### src/shared/cmp_map.svh
`ifndef CMP_MAP_SVH
`define CMP_MAP_SVH

// ----------------------------------------
// Register indices, byte address = 4 * index
// ----------------------------------------
`define CMP_CTRL0_IDX 8'h9A
`define CMP_MODE0_IDX 8'h9B
`define CMP_CTRL1_IDX 8'h9D
`define CMP_MODE1_IDX 8'h9E
`define CMP_INSEL0_IDX 8'hA0
`define CMP_INSEL1_IDX 8'hA1
`define CMP_STAT_IDX 8'hA2
`define CMP_MASK_IDX 8'hA3

// ----------------------------------------
// Control register fields
// ----------------------------------------
`define CMP_ON_BIT 7
`define CMP_RESULT_BIT 6
`define CMP_RISE_BIT 5
`define CMP_FALL_BIT 4
`define CMP_HYSP_HI 3
`define CMP_HYSP_LO 2
`define CMP_HYSN_HI 1
`define CMP_HYSN_LO 0

// ----------------------------------------
// Mode and input select fields
// ----------------------------------------
`define CMP_RIE_BIT 5
`define CMP_FIE_BIT 4
`define CMP_MODE_HI 1
`define CMP_MODE_LO 0
`define CMP_PSEL_HI 1
`define CMP_PSEL_LO 0
`define CMP_NSEL_HI 5
`define CMP_NSEL_LO 4

// ----------------------------------------
// Reset values
// ----------------------------------------
`define CMP_MODE_RST 2'h2
`define CMP_FIELD_RST 2'h0

`endif

### src/shared/cmp_pkg.sv
package cmp_pkg;

    typedef enum logic [1:0] {
        CMP_MODE_FAST = 2'b00,
        CMP_MODE_ONE = 2'b01,
        CMP_MODE_TWO = 2'b10,
        CMP_MODE_SLOW = 2'b11
    } cmp_mode_t;

    // Settings that leave the block for the analog side
    typedef struct packed {
        logic on;
        logic [1:0] hysP;
        logic [1:0] hysN;
        cmp_mode_t mode;
        logic [1:0] posSel;
        logic [1:0] negSel;
    } cmp_cfg_t;

    // Full software state of one comparator
    typedef struct packed {
        cmp_cfg_t cfg;
        logic riseIe;
        logic fallIe;
        logic riseFlag;
        logic fallFlag;
    } cmp_regs_t;

endpackage

### src/cmp_ctrl_top.sv
`include "cmp_map.svh"

module cmp_ctrl_top (
    // Clock and reset
    input wire logic ref_clk,
    input wire logic nrst,
    // APB slave
    input wire logic psel,
    input wire logic penable,
    input wire logic pwrite,
    input wire logic [11:0] paddr,
    input wire logic [31:0] pwdata,
    output logic [31:0] prdata,
    output logic pready,
    output logic pslverr,
    // Analog side
    input wire logic [1:0] rawCompare,
    output cmp_pkg::cmp_cfg_t [1:0] cmpCfg,
    // Pin outputs
    output logic [1:0] latchedCompareOut,
    output logic [1:0] rawCompareOut,
    // Interrupt
    output logic irq
);

    // ----------------------------------------
    // Address decode helpers
    // ----------------------------------------
    function automatic logic [11:0] regAddr(input logic [7:0] idx);
        return {2'b00, idx, 2'b00};
    endfunction

    function automatic logic isMapped(input logic [11:0] a);
        return a == regAddr(`CMP_CTRL0_IDX) || a == regAddr(`CMP_MODE0_IDX)
            || a == regAddr(`CMP_CTRL1_IDX) || a == regAddr(`CMP_MODE1_IDX)
            || a == regAddr(`CMP_INSEL0_IDX) || a == regAddr(`CMP_INSEL1_IDX)
            || a == regAddr(`CMP_STAT_IDX) || a == regAddr(`CMP_MASK_IDX);
    endfunction

    // ----------------------------------------
    // Reset release
    // ----------------------------------------
    logic [1:0] rstPipe;
    logic nrstSync;

    always_ff @(posedge ref_clk or negedge nrst) begin
        if (!nrst) begin
            rstPipe <= 2'b00;
        end else begin
            rstPipe <= {rstPipe[0], 1'b1};
        end
    end

    assign nrstSync = rstPipe[1];

    // ----------------------------------------
    // State
    // ----------------------------------------
    cmp_pkg::cmp_regs_t regs [2];
    cmp_pkg::cmp_regs_t next_regs [2];
    logic [1:0] syncA;
    logic [1:0] syncB;
    logic [1:0] lat;
    logic [1:0] prev;
    logic [1:0] next_lat;
    logic [31:0] next_prdata;
    logic errReg;
    logic next_err;
    logic [1:0] rise;
    logic [1:0] fall;
    logic [3:0] statVec;
    logic [3:0] maskVec;
    logic wrAcc;
    logic rdSetup;

    assign wrAcc = psel && penable && pwrite;
    assign rdSetup = psel && !penable;

    // Edges on the gated, synchronised copy only
    assign rise = lat & ~prev;
    assign fall = ~lat & prev;

    always_comb begin
        for (int i = 0; i < 2; i++) begin
            statVec[2 * i] = regs[i].fallFlag;
            statVec[2 * i + 1] = regs[i].riseFlag;
            maskVec[2 * i] = regs[i].fallIe;
            maskVec[2 * i + 1] = regs[i].riseIe;
        end
    end

    // ----------------------------------------
    // Next state
    // ----------------------------------------
    always_comb begin
        logic [7:0] ctrlIdx;
        logic [7:0] modeIdx;
        logic [7:0] selIdx;
        ctrlIdx = `CMP_CTRL0_IDX;
        modeIdx = `CMP_MODE0_IDX;
        selIdx = `CMP_INSEL0_IDX;
        next_regs = regs;
        next_lat = syncB & {regs[1].cfg.on, regs[0].cfg.on};
        next_prdata = 32'h0000_0000;
        next_err = rdSetup && !isMapped(paddr);
        for (int i = 0; i < 2; i++) begin
            ctrlIdx = (i == 0) ? `CMP_CTRL0_IDX : `CMP_CTRL1_IDX;
            modeIdx = (i == 0) ? `CMP_MODE0_IDX : `CMP_MODE1_IDX;
            selIdx = (i == 0) ? `CMP_INSEL0_IDX : `CMP_INSEL1_IDX;
            if (wrAcc && paddr == regAddr(ctrlIdx)) begin
                next_regs[i].cfg.on = pwdata[`CMP_ON_BIT];
                next_regs[i].riseFlag = pwdata[`CMP_RISE_BIT];
                next_regs[i].fallFlag = pwdata[`CMP_FALL_BIT];
                next_regs[i].cfg.hysP = pwdata[`CMP_HYSP_HI:`CMP_HYSP_LO];
                next_regs[i].cfg.hysN = pwdata[`CMP_HYSN_HI:`CMP_HYSN_LO];
            end else if (wrAcc && paddr == regAddr(modeIdx)) begin
                next_regs[i].riseIe = pwdata[`CMP_RIE_BIT];
                next_regs[i].fallIe = pwdata[`CMP_FIE_BIT];
                next_regs[i].cfg.mode =
                    cmp_pkg::cmp_mode_t'(pwdata[`CMP_MODE_HI:`CMP_MODE_LO]);
            end else if (wrAcc && paddr == regAddr(selIdx)) begin
                next_regs[i].cfg.posSel = pwdata[`CMP_PSEL_HI:`CMP_PSEL_LO];
                next_regs[i].cfg.negSel = pwdata[`CMP_NSEL_HI:`CMP_NSEL_LO];
            end else if (wrAcc && paddr == regAddr(`CMP_STAT_IDX)) begin
                // Status view clears by writing ones
                if (pwdata[2 * i + 1]) begin
                    next_regs[i].riseFlag = 1'b0;
                end
                if (pwdata[2 * i]) begin
                    next_regs[i].fallFlag = 1'b0;
                end
            end else if (wrAcc && paddr == regAddr(`CMP_MASK_IDX)) begin
                next_regs[i].riseIe = pwdata[2 * i + 1];
                next_regs[i].fallIe = pwdata[2 * i];
            end
            // Hardware set wins over a clear in the same cycle
            if (rise[i]) begin
                next_regs[i].riseFlag = 1'b1;
            end
            if (fall[i]) begin
                next_regs[i].fallFlag = 1'b1;
            end
            if (rdSetup && paddr == regAddr(ctrlIdx)) begin
                next_prdata[7:0] = {regs[i].cfg.on, lat[i],
                    regs[i].riseFlag, regs[i].fallFlag,
                    regs[i].cfg.hysP, regs[i].cfg.hysN};
            end else if (rdSetup && paddr == regAddr(modeIdx)) begin
                next_prdata[7:0] = {2'b00, regs[i].riseIe, regs[i].fallIe,
                    2'b00, regs[i].cfg.mode};
            end else if (rdSetup && paddr == regAddr(selIdx)) begin
                next_prdata[7:0] = {2'b00, regs[i].cfg.negSel,
                    2'b00, regs[i].cfg.posSel};
            end
        end
        if (rdSetup && paddr == regAddr(`CMP_STAT_IDX)) begin
            next_prdata[3:0] = statVec;
        end else if (rdSetup && paddr == regAddr(`CMP_MASK_IDX)) begin
            next_prdata[3:0] = maskVec;
        end
    end

    // ----------------------------------------
    // Registers
    // ----------------------------------------
    always_ff @(posedge ref_clk or negedge nrstSync) begin
        if (!nrstSync) begin
            for (int i = 0; i < 2; i++) begin
                regs[i].cfg.on <= 1'b0;
                regs[i].cfg.hysP <= `CMP_FIELD_RST;
                regs[i].cfg.hysN <= `CMP_FIELD_RST;
                regs[i].cfg.mode <= cmp_pkg::cmp_mode_t'(`CMP_MODE_RST);
                regs[i].cfg.posSel <= `CMP_FIELD_RST;
                regs[i].cfg.negSel <= `CMP_FIELD_RST;
                regs[i].riseIe <= 1'b0;
                regs[i].fallIe <= 1'b0;
                regs[i].riseFlag <= 1'b0;
                regs[i].fallFlag <= 1'b0;
            end
            syncA <= 2'b00;
            syncB <= 2'b00;
            lat <= 2'b00;
            prev <= 2'b00;
            prdata <= 32'h0000_0000;
            errReg <= 1'b0;
        end else begin
            regs <= next_regs;
            syncA <= rawCompare;
            syncB <= syncA;
            lat <= next_lat;
            prev <= lat;
            prdata <= next_prdata;
            errReg <= next_err;
        end
    end

    // ----------------------------------------
    // Outputs
    // ----------------------------------------
    // Zero wait states: read data is staged in the setup cycle
    assign pready = psel && penable;
    assign pslverr = psel && penable && errReg;

    always_comb begin
        for (int i = 0; i < 2; i++) begin
            cmpCfg[i] = regs[i].cfg;
        end
    end

    // No clock on this path, so it still works in stop mode
    assign rawCompareOut = rawCompare & {regs[1].cfg.on, regs[0].cfg.on};
    assign latchedCompareOut = lat;
    assign irq = |(statVec & maskVec);
endmodule

### config.mk
export PLATFORM = sky130hd
export DESIGN_NAME = cmp_ctrl_top
export DESIGN_NICKNAME = d
export VERILOG_FILES = /design/src/shared/cmp_pkg.sv /design/src/cmp_ctrl_top.sv
export VERILOG_INCLUDE_DIRS = /design/src /design/src/shared
export SDC_FILE = /design/constraint.sdc
export NUM_CORES = 1
export LEC_CHECK = 0
export ABC_AREA = 0
export BUFFER_PORTS_ARGS = -buffer_cell sky130_fd_sc_hd__buf_2
export CAP_MARGIN = 15
export CORE_UTILIZATION = 48
export CTS_BUF_LIST = sky130_fd_sc_hd__clkbuf_8 sky130_fd_sc_hd__clkbuf_16
export DETAILED_ROUTE_END_ITERATION = 12
export MAX_ROUTING_LAYER = met4
export PLACE_DENSITY = 0.78
export SYNTH_ARGS = -nofsm -noshare
export SYNTH_HDL_FRONTEND = slang
export SYNTH_SLANG_ARGS = --single-unit
### constraint.sdc
create_clock -name ref_clk -period 2 [get_ports ref_clk]
set_input_delay 0.2 -clock ref_clk [delete_from_list [all_inputs] [get_ports ref_clk]]
set_output_delay 0.2 -clock ref_clk [all_outputs]
set_load 0.02 [all_outputs]
==> flow_metrics.tcl <==
set metrics [dict create \
    async_flop_share 1.00 \
    yosysMostFrequentCell "dfrtp_1" \
    placed_area_um2 2940 \
    endpoint "prdata[0]$_DFF_PN0_" \
    stdcell_area_um2 3080 \
    layout.nets 365 \
    first_pass_iters 9 \
    gp_congestion 0.919 \
    core_area_um2 5470 \
    drive_gt1_frac 0.365 \
    die_area_um2 5970 \
    rows 27 \
    cp-end-kind "register" \
    syn_inst 260 \
    post_cts_resized 0 \
    yosys_warnings 0 \
    critPathLaunchType "input port" \
    vdd_drop_max_mv 0.390 \
    clock_skew_ns 0.00941 \
    rsz0062_at_grt "no" \
    drt_iter0_drc 227 \
    grt_pass1_wl_um 9960 \
    min_period_ns 1.63 \
    cts_sinks 49 \
    grt_max_degree 31 \
    max_freq_ghz 0.612 \
    ant_nets 0 \
    leakage_nw 1.58 \
    maxCapViolations 0 \
    cts.path.max_buffers 2 \
    violations "design-rule violations" \
    postCtsSetupBuffers 0 \
    yosysTopAreaCellShare 0.432 \
    ys.flop_type "dfrtp_1" \
    syn_to_final_growth_pct 13.3 \
    crit_path_top_delay_cell "a221oi_1" \
    layoutNonFillerInstCount 387 \
    numCtsBuffers 5 \
    track_usage 0.225 \
    drv_slew 0 \
    clock_latency_ns 0.31 \
    min_period_over_period 0.816 \
    synth_commonest_cells "47 x dfrtp_1, 46 x buf_4, 22 x mux2_2, 17 x nand2_1, 14 x nand3_1" \
    ys_ff_latch 49 \
    avgSynthCellArea_um2 10.5 \
    critPathKind "in2reg" \
    via_per_inst 5.45 \
    post_drt_wl_per_cell_um 15.8 \
    setup_viol 0 \
    reg2reg_depth 3 \
    antenna_cells 0 \
    r2r-start "cmpCfg[5]$_DFFE_PN1P_" \
    critPathRequiredTime_ns 2.17 \
    die_w_um 77.3 \
    cts_tree "yes" \
    crit_path_cell_trace "buf_2 > nor4b_4 > and3_1 > nand4_1 > a32o_1 > a221oi_1" \
    syn-cell-area_um2 2720 \
    cp.arrival_ns 1.80 \
    timing.rr.end "prdata[1]$_DFF_PN0_" \
    num_vias 2108 \
    fp.dieH_um 77.3 \
    r2r_setup_slack_ns 0.64 \
    cts_root_buf "clkbuf_8" \
    synth_largest_area_cell "dfrtp_1" \
    grt_pass1_vias 1989 \
    synth_edf_count 0 \
    whs_ns 0.141 \
    critPathLaunch "paddr[8]" \
    min_path_type "in2reg" \
    fin_tns_setup_ns 0 \
    drc_errors 1 \
    p_per_area_nw_per_um2 617 \
    crit_path_max_fanout 7 \
    grt.overflow.total 0 \
    port_buffers 62 \
    yosysSeqAreaShare 0.452 \
    htree_levels 2 \
    antenna_found_initial 0 \
    status "complete, but fails checks" \
    dp.cells 376 \
    io_pins 112 \
    clk_pin_slew_ns 0.09 \
    yosysUniqueCellTypes 47 \
    slowest_delay_ns 0.41 \
    wl_um 6130 \
    hpwl_um 4610 \
    finalHoldViolations 0 \
    finalPower_w 0.00190 \
    start_util 0.497 \
    yosys-top-cells-area "dfrtp_1 43%, buf_4 13%, mux2_2 9.1%" \
]
-- repair_timing --
item                       CTS  global route
hold buffers                 1             2
setup endpoints to repair    0             0
hold endpoints to repair     2             2
-- flip-flops by register name, summed over array words and instances (netlist names) --
signal and count:
cmpCfg 22, errReg 1, latchedCompareOut 2, maskVec 4, prdata 8, prev 2, regs 4, rstPipe 2
syncA 2, syncB 2
-- layout by cell type, fill, tap and decap left out, types with 4 or more instances in the layout --
master / instances
a21oi_1: 8
a221oi_1: 5
and2_1: 7
and3_1: 6
buf_2: 62
buf_4: 10
clkbuf_8: 5
conb_1: 25
dfrtp_1: 46
inv_1: 5
mux2_2: 22
nand2_1: 17
nand3_1: 14
nor2_1: 10
nor2b_1: 5
nor3_1: 4
o21ai_0: 7
o22ai_1: 5
-- per-stage QoR --
stage          setup WS [ns]  utilization
2_1_floorplan          0.380            -
3_3_place_gp           0.120        0.537
3_5_place_dp           0.107        0.537
4_1_cts                0.426        0.559
5_1_grt                0.277        0.563
6_report               0.367        0.563
-- routing by layer --
metal,vias up,global-route usage,part of all wire
met4,0,0.0811,0.021
met3,14,0.0357,0.064
met1,1019,0.302,0.44
met2,92,0.345,0.48
met5,-,-,0
li1,983,-,-
-- how the worst min path moves through the flow --
stage / slack (ns) / cells after the start / endpoint / start
floorplan: -0.1 / 0 / rstPipe[0]$_DFF_PN0_ / nrst
global placement: -0.01 / 1 / rstPipe[0]$_DFF_PN0_ / nrst
detailed placement: -0.01 / 1 / rstPipe[0]$_DFF_PN0_ / nrst
CTS: 0.00005 / 1 / syncA[0]$_DFF_PN0_ / rawCompare[0]
global route: 0.12 / 2 / cmpCfg[21]$_DFFE_PN0P_ / pwdata[7]
finish: 0.14 / 2 / cmpCfg[21]$_DFFE_PN0P_ / pwdata[7]
-- layout make-up --
cell class / count / area [um2]
fillers: 485 / 2390
repair buffers: 77 / 455
clock buffers: 5 / 68.8
well taps: 72 / 90.1
multi-input cells: 176 / 1170
inverters: 5 / 18.8
flip-flops and latches: 49 / 1230
clock inverters: 3 / 43.8
-- critical path: cells and delay by family --
kind / cells / cell delay [ns]
and+or+nand+nor: 3 / 0.81
AOI/OAI and AO/OA: 2 / 0.67
buffers and inverters: 1 / 0.11
-- cells by family after synthesis --
| group | count (synthesis) | share of synthesized area |
|---|---|---|
| buffers and inverters | 58 | 0.148 |
| other | 2 | 0.00276 |
| multiplexers | 25 | 0.102 |
| AO/OA/AOI/OAI | 45 | 0.120 |
| flip-flops | 49 | 0.452 |
| AND/OR/NAND/NOR | 81 | 0.176 |
-- where the power goes --
part	leakage, nW	internal, W	switching [W]
clock	0.0585	0.000375	0.000348
combinational	0.866	0.0000530	0.000117
sequential	0.651	0.000999	0.0000108
(Power assumes the default switching activity.)
